`src/irq_map_pkg.sv`:
```
package irq_map_pkg;

  // request lines and level fields
  localparam int NUM_REQ = 24;
  localparam int LVL_W = 2;
  localparam int NUM_LVL_REG = 6;
  localparam int FIELDS_PER_REG = 4;
  localparam int NUM_EXT = 12;
  localparam int NUM_W = 5;

  // level register block on the core's data bus
  localparam logic [15:0] LVL_BASE_ADDR = 16'h0079;
  localparam logic [7:0] LVL_RESET = 8'hff;
  localparam logic [7:0] UNMAPPED_RDATA = 8'h00;
  localparam logic [2:0] LVL_REG_IDX_W = 3'h0;

  // vector table: first entry, descending two bytes per request
  localparam logic [15:0] VEC_TOP = 16'hfffa;

  // request numbers of the fixed sources
  localparam logic [4:0] REQ_EXT_B = 5'h00;
  localparam logic [4:0] REQ_SERIAL = 5'h04;
  localparam logic [4:0] REQ_CT0_LO = 5'h05;
  localparam logic [4:0] REQ_CT0_HI = 5'h06;
  localparam logic [4:0] REQ_LIN_RX = 5'h07;
  localparam logic [4:0] REQ_LIN_TX = 5'h08;
  localparam logic [4:0] REQ_PG1_LO = 5'h09;
  localparam logic [4:0] REQ_PG1_HI = 5'h0a;
  localparam logic [4:0] REQ_RELOAD = 5'h0b;
  localparam logic [4:0] REQ_PG0_HI = 5'h0c;
  localparam logic [4:0] REQ_PG0_LO = 5'h0d;
  localparam logic [4:0] REQ_CT1_HI = 5'h0e;
  localparam logic [4:0] REQ_P16_0 = 5'h0f;
  localparam logic [4:0] REQ_I2C = 5'h10;
  localparam logic [4:0] REQ_P16_1 = 5'h11;
  localparam logic [4:0] REQ_ADC = 5'h12;
  localparam logic [4:0] REQ_TIMEBASE = 5'h13;
  localparam logic [4:0] REQ_WATCH = 5'h14;
  localparam logic [4:0] REQ_EXT_HI = 5'h15;
  localparam logic [4:0] REQ_CT1_LO = 5'h16;
  localparam logic [4:0] REQ_FLASH = 5'h17;

  // peripheral request levels, all on the system clock
  typedef struct packed {
    logic [11:0] ext;
    logic serial;
    logic ct0_lo;
    logic ct0_hi;
    logic lin_rx;
    logic lin_tx;
    logic pg1_lo;
    logic pg1_hi;
    logic reload;
    logic pg0_hi;
    logic pg0_lo;
    logic ct1_hi;
    logic p16_0;
    logic i2c;
    logic p16_1;
    logic adc;
    logic timebase;
    logic watch;
    logic ct1_lo;
    logic flash;
  } src_t;

  // vectored request toward the core
  typedef struct packed {
    logic valid;
    logic [4:0] num;
    logic [1:0] level;
    logic [15:0] vector;
  } grant_t;

endpackage

```
`src/prio_pick.sv`:
```
`timescale 1ns/1ps
module prio_pick
  import irq_map_pkg::*;
(
  // pending requests and their level fields
  input wire logic [NUM_REQ-1:0] req,
  input wire logic [NUM_REQ*LVL_W-1:0] lvl_flat,
  // winner
  output logic found,
  output logic [NUM_W-1:0] num,
  output logic [LVL_W-1:0] level
);

  // ascending scan with strict compare: ties keep the lower number
  always_comb begin
    found = 1'b0;
    num = '0;
    level = '1;
    for (int n = 0; n < NUM_REQ; n++) begin
      if (req[n] && (!found || lvl_flat[n*LVL_W +: LVL_W] < level)) begin
        found = 1'b1;
        num = NUM_W'(n);
        level = lvl_flat[n*LVL_W +: LVL_W];
      end
    end
  end

endmodule // prio_pick

```
`src/irq_vector_map.sv`:
```
// Notes on behaviour
// - Among pending requests at one level the lowest request number wins.
// - Every one of the 24 requests has its own 2-bit level field, in order.
// - Compound timer 0 lower raises request 5 and upper raises request 6.
// - Compound timer 1 upper raises request 14 and lower raises request 22.
// - Pulse generator ch1 lower/upper on 9/10, ch0 upper/lower on 12/13.
// - Other sources sit on 4, 7, 8, 11 and 15 to 20, flash on 23.
// - Unassigned addresses are not written by software and read as a fixed 00.
// - Six 8-bit level registers from 0079, each resetting to all ones.
`timescale 1ns/1ps
module irq_vector_map
  import irq_map_pkg::*;
(
  // clock and reset
  input wire logic clk,
  input wire logic rst,
  // peripheral requests
  input wire src_t src,
  // core data bus toward the level registers
  input wire logic bus_wr,
  input wire logic bus_rd,
  input wire logic [15:0] bus_addr,
  input wire logic [7:0] bus_wdata,
  output logic [7:0] bus_rdata_q,
  // vectored request toward the core
  output grant_t grant_q
);

  logic [7:0] lvl_q [NUM_LVL_REG];
  logic [NUM_REQ*LVL_W-1:0] lvl_flat;
  logic [NUM_REQ-1:0] req_vec;
  logic [15:0] addr_off;
  logic addr_hit;
  logic [2:0] addr_idx;
  logic pick_found;
  logic [NUM_W-1:0] pick_num;
  logic [LVL_W-1:0] pick_level;
  grant_t grant_d;

  // external pairs share the four top request lines
  genvar g;
  generate
    for (g = 0; g < FIELDS_PER_REG; g++) begin : g_ext
      assign req_vec[REQ_EXT_B + g] = src.ext[g] | src.ext[g + 4];
    end
  endgenerate
  // channels 8 to 11 merge into one line
  assign req_vec[REQ_EXT_HI] = |src.ext[11:8];
  // serial, LIN, reload and housekeeping sources
  assign req_vec[REQ_SERIAL] = src.serial;
  assign req_vec[REQ_LIN_RX] = src.lin_rx;
  assign req_vec[REQ_LIN_TX] = src.lin_tx;
  assign req_vec[REQ_RELOAD] = src.reload;
  assign req_vec[REQ_P16_0] = src.p16_0;
  assign req_vec[REQ_I2C] = src.i2c;
  assign req_vec[REQ_P16_1] = src.p16_1;
  assign req_vec[REQ_ADC] = src.adc;
  assign req_vec[REQ_TIMEBASE] = src.timebase;
  assign req_vec[REQ_WATCH] = src.watch;
  assign req_vec[REQ_FLASH] = src.flash;
  // compound timer 0 halves side by side
  assign req_vec[REQ_CT0_LO] = src.ct0_lo;
  assign req_vec[REQ_CT0_HI] = src.ct0_hi;
  // compound timer 1 halves far apart in priority
  assign req_vec[REQ_CT1_HI] = src.ct1_hi;
  assign req_vec[REQ_CT1_LO] = src.ct1_lo;
  // pulse generator halves, channel 0 upper ahead of lower
  assign req_vec[REQ_PG1_LO] = src.pg1_lo;
  assign req_vec[REQ_PG1_HI] = src.pg1_hi;
  assign req_vec[REQ_PG0_HI] = src.pg0_hi;
  assign req_vec[REQ_PG0_LO] = src.pg0_lo;

  // four 2-bit fields per register, lowest request in the low bits
  generate
    for (g = 0; g < NUM_LVL_REG; g++) begin : g_flat
      assign lvl_flat[g*8 +: 8] = lvl_q[g];
    end
  endgenerate

  // address decode; the offset wraps so addresses below base miss
  assign addr_off = bus_addr - LVL_BASE_ADDR;
  assign addr_hit = addr_off < 16'(NUM_LVL_REG);
  assign addr_idx = addr_off[2:0];

  // level registers load from the core and reset to lowest level
  // writes outside the block are dropped, nothing else changes
  always_ff @(posedge clk) begin
    for (int k = 0; k < NUM_LVL_REG; k++) begin
      if (rst) begin
        lvl_q[k] <= LVL_RESET;
      end else if (bus_wr && addr_hit && addr_idx == 3'(k)) begin
        lvl_q[k] <= bus_wdata;
      end
    end
  end

  // unassigned reads answer a fixed value, software must not rely on it
  always_ff @(posedge clk) begin
    if (rst) begin
      bus_rdata_q <= UNMAPPED_RDATA;
    end else if (bus_rd) begin
      bus_rdata_q <= addr_hit ? lvl_q[addr_idx] : UNMAPPED_RDATA;
    end
  end

  // best level first, lowest number among equals
  prio_pick u_pick (
    .req(req_vec),
    .lvl_flat(lvl_flat),
    .found(pick_found),
    .num(pick_num),
    .level(pick_level)
  );

  // vector falls two bytes per request number
  assign grant_d.valid = pick_found;
  assign grant_d.num = pick_num;
  assign grant_d.level = pick_level;
  assign grant_d.vector = VEC_TOP - 16'({pick_num, 1'b0});

  // registered grant costs one cycle of latency but keeps outputs clean
  always_ff @(posedge clk) begin
    if (rst) begin
      grant_q <= '0;
    end else begin
      grant_q <= grant_d;
    end
  end

  // helper copies of the inputs the grant was built from; they carry no
  // reset because every property that reads them is disabled in reset
  // and the grant register lags them by exactly the same edge
  logic [NUM_REQ-1:0] req_prev_q;
  logic [NUM_REQ*LVL_W-1:0] lvl_prev_q;
  logic [NUM_REQ-1:0] tie_lower;
  logic [NUM_REQ-1:0] better;
  always_ff @(posedge clk) begin
    req_prev_q <= req_vec;
    lvl_prev_q <= lvl_flat;
  end
  generate
    for (g = 0; g < NUM_REQ; g++) begin : g_chk
      assign tie_lower[g] = req_prev_q[g] && g < grant_q.num &&
        lvl_prev_q[g*LVL_W +: LVL_W] == grant_q.level;
      assign better[g] = req_prev_q[g] &&
        lvl_prev_q[g*LVL_W +: LVL_W] < grant_q.level;
    end
  endgenerate

  a_same_level_order: assert property (
    @(posedge clk) disable iff (rst) grant_q.valid |-> tie_lower == '0)
    else $error("lower numbered request at same level was passed over");
  a_level_field_use: assert property (
    @(posedge clk) disable iff (rst) grant_q.valid |-> better == '0 &&
      req_prev_q[grant_q.num] &&
      lvl_prev_q[grant_q.num*LVL_W +: LVL_W] == grant_q.level)
    else $error("grant does not match its level field");
  // only a lone upper half is sure to win: a higher number may still
  // hold a better level than this line
  a_ctimer0_map: assert property (
    @(posedge clk) disable iff (rst)
      req_vec == NUM_REQ'(1) << REQ_CT0_HI
      |=> grant_q.valid && grant_q.num == REQ_CT0_HI &&
      grant_q.vector == 16'hffee)
    else $error("compound timer 0 upper not on its line");
  a_ctimer1_map: assert property (
    @(posedge clk) disable iff (rst)
      grant_q.valid && grant_q.num == REQ_CT1_LO |-> $past(src.ct1_lo))
    else $error("compound timer 1 lower not on its line");
  a_pulse_gen_map: assert property (
    @(posedge clk) disable iff (rst)
      grant_q.valid && grant_q.num == REQ_PG0_HI |-> $past(src.pg0_hi))
    else $error("pulse generator channel 0 upper not on its line");
  a_misc_src_map: assert property (
    @(posedge clk) disable iff (rst)
      grant_q.valid && grant_q.num == REQ_FLASH |->
      $past(src.flash) && ($past(req_vec[REQ_FLASH-1:0]) == '0 ||
      $past(lvl_flat[REQ_FLASH*LVL_W +: LVL_W]) != 2'h3))
    else $error("flash request not on the last line");
  // software never writes outside the block, so reads reach this check
  a_unmapped_write: assert property (
    @(posedge clk) disable iff (rst) (bus_wr || bus_rd) && !addr_hit |=>
      lvl_flat == $past(lvl_flat))
    else $error("access outside the level block changed a field");
  a_vector_step: assert property (
    @(posedge clk) disable iff (rst) grant_q.valid |->
      grant_q.vector + 16'({grant_q.num, 1'b0}) == VEC_TOP)
    else $error("vector not two bytes per request below top");
  a_level_reset: assert property (
    @(posedge clk) rst ##1 !rst |-> lvl_flat == '1)
    else $error("level registers not all ones after reset");

  // lower half of compound timer 0 on its own line and vector
  a_ctimer0_lo_map: assert property (
    @(posedge clk) disable iff (rst)
      grant_q.valid && grant_q.num == REQ_CT0_LO |->
      $past(src.ct0_lo) && grant_q.vector == 16'hfff0)
    else $error("compound timer 0 lower not on its line");
  // channel 1 lower half of the pulse generator on its line
  a_pulse_gen_lo: assert property (
    @(posedge clk) disable iff (rst)
      grant_q.valid && grant_q.num == REQ_PG1_LO |-> $past(src.pg1_lo))
    else $error("pulse generator channel 1 lower not on its line");
  // reads outside the block answer the fixed filler byte
  a_unmapped_read: assert property (
    @(posedge clk) disable iff (rst) bus_rd && !addr_hit |=>
      bus_rdata_q == UNMAPPED_RDATA)
    else $error("read outside the level block returned a field");
  // valid tracks pending requests one cycle late; the edge after reset
  // is skipped since the grant register was held clear there
  a_grant_valid: assert property (
    @(posedge clk) disable iff (rst)
      !$past(rst) |-> grant_q.valid == $past(|req_vec))
    else $error("grant valid does not follow the pending requests");
  // the merged external line only wins when one of its channels asks
  a_ext_merge: assert property (
    @(posedge clk) disable iff (rst)
      grant_q.valid && grant_q.num == REQ_EXT_HI |-> $past(|src.ext[11:8]))
    else $error("merged external line granted without a request");

  c_tie_broken: cover property (@(posedge clk) disable iff (rst)
    grant_q.valid && $countones(req_prev_q) > 1);
  c_level_raise: cover property (@(posedge clk) disable iff (rst)
    grant_q.valid && grant_q.level == 2'h0 && grant_q.num > REQ_SERIAL);
  c_ext_shared: cover property (@(posedge clk) disable iff (rst)
    grant_q.valid && grant_q.num == REQ_EXT_HI);
  c_level_write: cover property (@(posedge clk) disable iff (rst)
    bus_wr && addr_hit);
  c_unmapped_read: cover property (@(posedge clk) disable iff (rst)
    bus_rd && !addr_hit);

endmodule // irq_vector_map

```
`config.mk`:
```
export PLATFORM = sky130hd
export DESIGN_NAME = irq_vector_map
export DESIGN_NICKNAME = d
export VERILOG_FILES = /design/src/irq_map_pkg.sv /design/src/prio_pick.sv /design/src/irq_vector_map.sv
export SDC_FILE = /design/constraint.sdc
export NUM_CORES = 1
export LEC_CHECK = 0
export ABC_AREA = 1
export BUFFER_PORTS_ARGS = -buffer_cell sky130_fd_sc_hd__buf_4
export CAP_MARGIN = 25
export CELL_PAD_IN_SITES_DETAIL_PLACEMENT = 1
export CELL_PAD_IN_SITES_GLOBAL_PLACEMENT = 1
export CORE_ASPECT_RATIO = 0.8
export CORE_MARGIN = 1.5
export CORE_UTILIZATION = 43
export DETAILED_ROUTE_END_ITERATION = 12
export GPL_ROUTABILITY_DRIVEN = 1
export GPL_TIMING_DRIVEN = 0
export PLACE_DENSITY = 0.89
export SETUP_SLACK_MARGIN = 0.05
export SLEW_MARGIN = 10
export SYNTH_ARGS = -nofsm -noshare
export SYNTH_HDL_FRONTEND = slang
export SYNTH_SLANG_ARGS = --single-unit
```
`constraint.sdc`:
```
create_clock -name clk -period 20.4 [get_ports clk]
set_clock_uncertainty 0.05 [all_clocks]
set_input_delay 2.04 -clock clk [delete_from_list [all_inputs] [get_ports clk]]
set_output_delay 2.04 -clock clk [all_outputs]
set_load 0.03 [all_outputs]
```
## Word level (Yosys, flattened, before mapping)

Memories as Yosys holds them, arrays and structs flattened.
Index checks and enable logic that the tools add are counted.

- Magnitude comparators: 24
- Reduce and logical (&&, ||, !) cells: 78
- Bitwise gates (word level): 10
- Mux-type cells: 98
- Equal/unequal tests: 5
- Add/subtract/negate cells: 2

Operators with widths:

| kind | number |
|---|---|
| 8-bit two-way mux | 7 |
| 2-bit two-way mux | 26 |
| 2-bit < comparator | 23 |
| 1-bit two-way mux | 45 |
| 5-bit two-way mux | 8 |
| 4-bit two-way mux | 8 |
| 1-bit logical AND | 30 |
| 1-bit logical NOT | 23 |
| 1-bit logical OR | 23 |
| 16-bit by 3-bit < comparator with 1-bit output (second input constant) | 1 |
| 16-bit by 7-bit subtractor with 16-bit output (second input constant) | 1 |
| 3-bit two-way mux | 4 |
| 1-bit OR | 10 |
| 4-bit by 7-bit subtractor with 8-bit output (first input constant) | 1 |
| 3-bit by 2-bit == test with 1-bit output (second input constant) | 2 |
| 3-bit == test (second input constant) | 2 |
| 4-bit OR reduction | 1 |
| 3-bit by 1-bit == test with 1-bit output (second input constant) | 1 |
| 3-bit logical NOT | 1 |

- Output and inout bits: 32
- RAM bits: 48
- Input bits: 59
- Logic and storage cells: 223
- Flip-flop bits (word level): 32
- Memories kept: 1

Memory list:

| memory | depth | bits a word | rd ports | clocked after memory_dff | write ports | RTL line | RTL |
|---|---|---|---|---|---|---|---|
| lvl_q | 6 | 8 | 7 | 0 | 6 | irq_vector_map.sv:29 | `logic [7:0] lvl_q [NUM_LVL_REG];` |

## Logic depth before layout (Yosys ltp)

- Depth in word-level cells: 95
- Mapped depth: 149
- Mapped depth without buffers: 148

## Hierarchy

From an unflattened synthesis, not the netlist that was laid out.

- Cells, all modules: 912
- Area, all modules: 5858.1 µm²

By module, submodules not included:

| module | instances | cells each | area an instance (µm²) | sequential area each (µm²) |
|---|---|---|---|---|
| irq_vector_map | 1 | 450 | 3834.9 | 1881.8 |
| prio_pick | 1 | 462 | 2023.2 | 0.0 |

## Worst setup path before layout

Ideal clock, no wire load.

- Path kind: input -> register
- Start: input src[24] (netlist name)
- End: register grant_q[4] (netlist name)
- Path slack: 7295 ps
- Path buffers: 1
- Data arrival time: 12940 ps
- Cell stages on the path: 147
- Data required time: 20235 ps
- Library setup time: 115 ps
- Path through: nor2_1 > inv_1 > nand3_2 > nand2_1 > nand2_1 > nand2_1 > nand2_2 > nand2_2 > nand2_1 > nand2_1 > nor2_1 > nand2_1 > nand2_2 > nand2_2 > nand2_1 > nand2_1 > nor2_1 > nand2_1 > [111 not listed] > nand2_4 > inv_2 > or2_1 > o21a_1 > ha_1 > nand2_1 > nand2_1 > nand2_1 > nand2_2 > buf_6 > inv_4 > nor2_2 > nand2_1 > ha_1 > inv_1 > nand3_1 > nand2_1 > nor2_1

RTL lines:

| element | RTL line | RTL |
|---|---|---|
| from (decl) | irq_vector_map.sv:18 | `input wire src_t src,` |
| to (signal assigned) | irq_vector_map.sv:126 | `grant_q <= grant_d;` |
| to (decl) | irq_vector_map.sv:26 | `output grant_t grant_q` |

==> summary.md <==
| Metric | Value |
|---|---|
| Clk_lat worst skew | 340 ps |
| Post-CTS Setup Repair Bufs | 0 |
| NetSw | roughly 0.32 mW |
| Layout cells sized above 1 | 17.6% |
| Pin count of the biggest net entering global routing | 13 |
| CTS buffer count | 9 |
| ANT cells | 0 |
| Peak supply drop | approximately 62 µV |
| Maximum fanout along the worst path | 10 |
| Clock Pin Slew Worst Setup and Hold Paths | 60 ps |
| First-pass GRT wire length | 30900 µm |
| Synth Net Count | 925 |
| Clock root cell | clkbuf_16 |
| FF+latch count, synth | 70 |
| Final WL | 19200 µm |
| DIE AREA | 0.0135 mm² |
| Crit Path Class | input pin to flop |
| Relative slew margins | 54.4% |
| Max-cap viol count | 0 |
| Post-CTS Resized | 0 |
| Vias in the first global route | around 6100 |
| First drt pass iteration count | 5 |
| Sequential Power Share | around 24% |
| Final hold viol count | 0 |
| Post-synthesis cell area | 0.00551 mm² |
| Async SR Flop Fraction | 0% |
| Hpwl dp | 14400 µm |
| Initial core utilization | 44.7% |
| Initial antenna violation count | 0 |
| F_max | roughly 66 MHz |
| Chip Height | 104 µm |
| Hold Path Class | flop to flop |
| Status | completed |
| Fillers | 1716 |
| Sw Ratio | 44.0% |
| Post-Syn Area per Cell | 6.43 µm² |
| Die width | 130 µm |
| Row Count | 36 |
| Peak per-stage delay on the critical path | roughly 290 ps |
| Post-Synthesis Cells | 857 |
| Minimum clock period | 15260 ps |
| RSZ-0062 raised after global routing | false |
| Final net count | 1024 |
| Area delta synth->final | 22.2% |
| Post-synth cell types | 39 |
| Worst-Margin Slew | 678 ps |
| Clock share of power | 25.2% |
| Initial DRC count | around 360 |
| Post-route clock period utilization | approximately three quarters |
| Startpoint types | input pin |
| P per Cell Area | 107 mW/mm² |
| DR vias | 5947 |
| Clock tree buffer depth | 2 |
| Total congestion overflow | 0 |
| Ys Warns | 0 |
| Final max-slew violation count | 0 |
| Clk sinks | 70 |
| Most common cell after layout, fill and taps aside | nand2_1 |
| Io pins | 91 |
| Number of synthesized flops with an enable pin | between 40 and 50 |
| Seq/Total Area, Yosys | between 30% and 40% |
| Wire length per cell | 17.0 µm |
| Most used DFF post-synth | edfxtp_1 |
| CP required | about 21000 ps |
| TritonCTS clock tree | built |
| Worst slack on hold paths | approximately 460 ps |
| P_leak | 3.46 nW |
| Setup TNS | 0 ps |
| Core region area | ~0.012 mm² |
| Crit end category | flop |
| Hold Buf Count CTS | 0 |
| Drc violations | 0 |
| Combinational share of power | 50.7% |
| Global Route Usage Sum | 29.4% |
| Internal cell power | 0.403 mW |
| Avg Vias per Cell | roughly 5.3 |
| CP max stage cell | ha_1 |
| Most frequent CP cell | nand2_1 |
| Final setup viols | 0 |
| IO Port Bufs | 88 |
| Placer Congestion | 0.899 |
| H-tree depth | 3 |
| Crit path DAT | 15450 ps |
| Routed Antenna Nets | 0 |
| Commonest non-fill, non-tap cells in the layout | nand2_1, inv_1, nand3_1 |
## worst max-delay path: cells and delay by family
| kind | cells | cell delay [ps] |
|---|---|---|
| buffers and inverters | 7 | 700 |
| and+or+nand+nor | 134 | 11160 |
| AOI/OAI and AO/OA | 3 | 480 |
| adders and majority gates | 4 | 1050 |
## per-stage QoR
step                      power [mW]  worst slack (ps)  util (%)  instance area (µm²)  std cells
after global routing           0.771              3440      54.6                 6740       1132
after detailed placement       0.526              5120      51.7                 6390       1116
after CTS                      0.717              5160      54.6                 6740       1132
after floorplan                0.430              7300         -                 5510        857
final                          0.719              5140      54.6                 6740       1132
after global placement         0.513              5450      51.7                 6390       1116
## synth_stat cells (all sizes together) (3+ instances only)
library cell	count	share of area (%)
ha	9	2.0
clkinv	6	0.41
or2	5	0.57
edfxtp	48	26
o21a	3	0.41
nand2	308	24
o21ai	35	3.2
inv	142	9.7
dfxtp	22	8.0
a22oi	6	0.82
nand3	110	10
buf	12	1.7
a21oi	43	3.9
clkbuf	9	0.61
nor2	76	5.2
nor3	5	0.45
## cells by family after synthesis
| family | count (synthesis) | synth area share (%) |
|---|---|---|
| XOR/XNOR | 2 | 0.318 |
| AND/OR/NAND/NOR | 510 | 41.4 |
| buffers and inverters | 169 | 12.4 |
| adder cells (fa/ha/maj) | 9 | 2.04 |
| AO/OA/AOI/OAI | 96 | 9.56 |
| flip-flops | 70 | 34.1 |
| other | 1 | 0.0680 |
## flip-flops by register name, summed over array words and instances (netlist names)
name         cells
bus_rdata_q      8
lvl_q           48
grant_q         14
## final cells by class
type / instances / area (µm²) / area share [%]
multi-input cells: 618 / 2940 / 43.7
well taps: 171 / 214 / 3.18
flip-flops and latches: 70 / 1880 / 27.9
clock inverters: 2 / 11.3 / 0.167
clock buffers: 14 / 339 / 5.03
inverters: 148 / 558 / 8.28
repair buffers: 88 / 661 / 9.81
plain buffers: 21 / 128 / 1.89
## worst paths after layout
path,startpoint,end,slack [ps],cells after the start
worst min-delay path,bus_rdata_q[6],bus_rdata_q[6],460,2
worst min register to register,bus_rdata_q[6],bus_rdata_q[6],460,2
worst max-delay path,src[24],grant_q[4],5140,148
worst max register to register,lvl_q[0][3],grant_q[4],6600,147
## power groups by stage
stage / Combinational [mW] / Sequential, mW / Clock, mW
final: 0.364 / 0.174 / 0.181
after global routing: 0.411 / 0.175 / 0.186
after CTS: 0.363 / 0.174 / 0.180
after detailed placement: 0.349 / 0.176 / 0
after global placement: 0.337 / 0.176 / 0
after floorplan: 0.236 / 0.194 / 0
## layer usage
layer	GRT usage (%)	share of wire, %	up-vias
met5	0	0	-
met2	47.7	46	228
met3	4.84	7.1	30
met1	40.0	45	2780
li1	-	-	2909
met4	8.89	1.9	0
(Power assumes the default switching activity.)
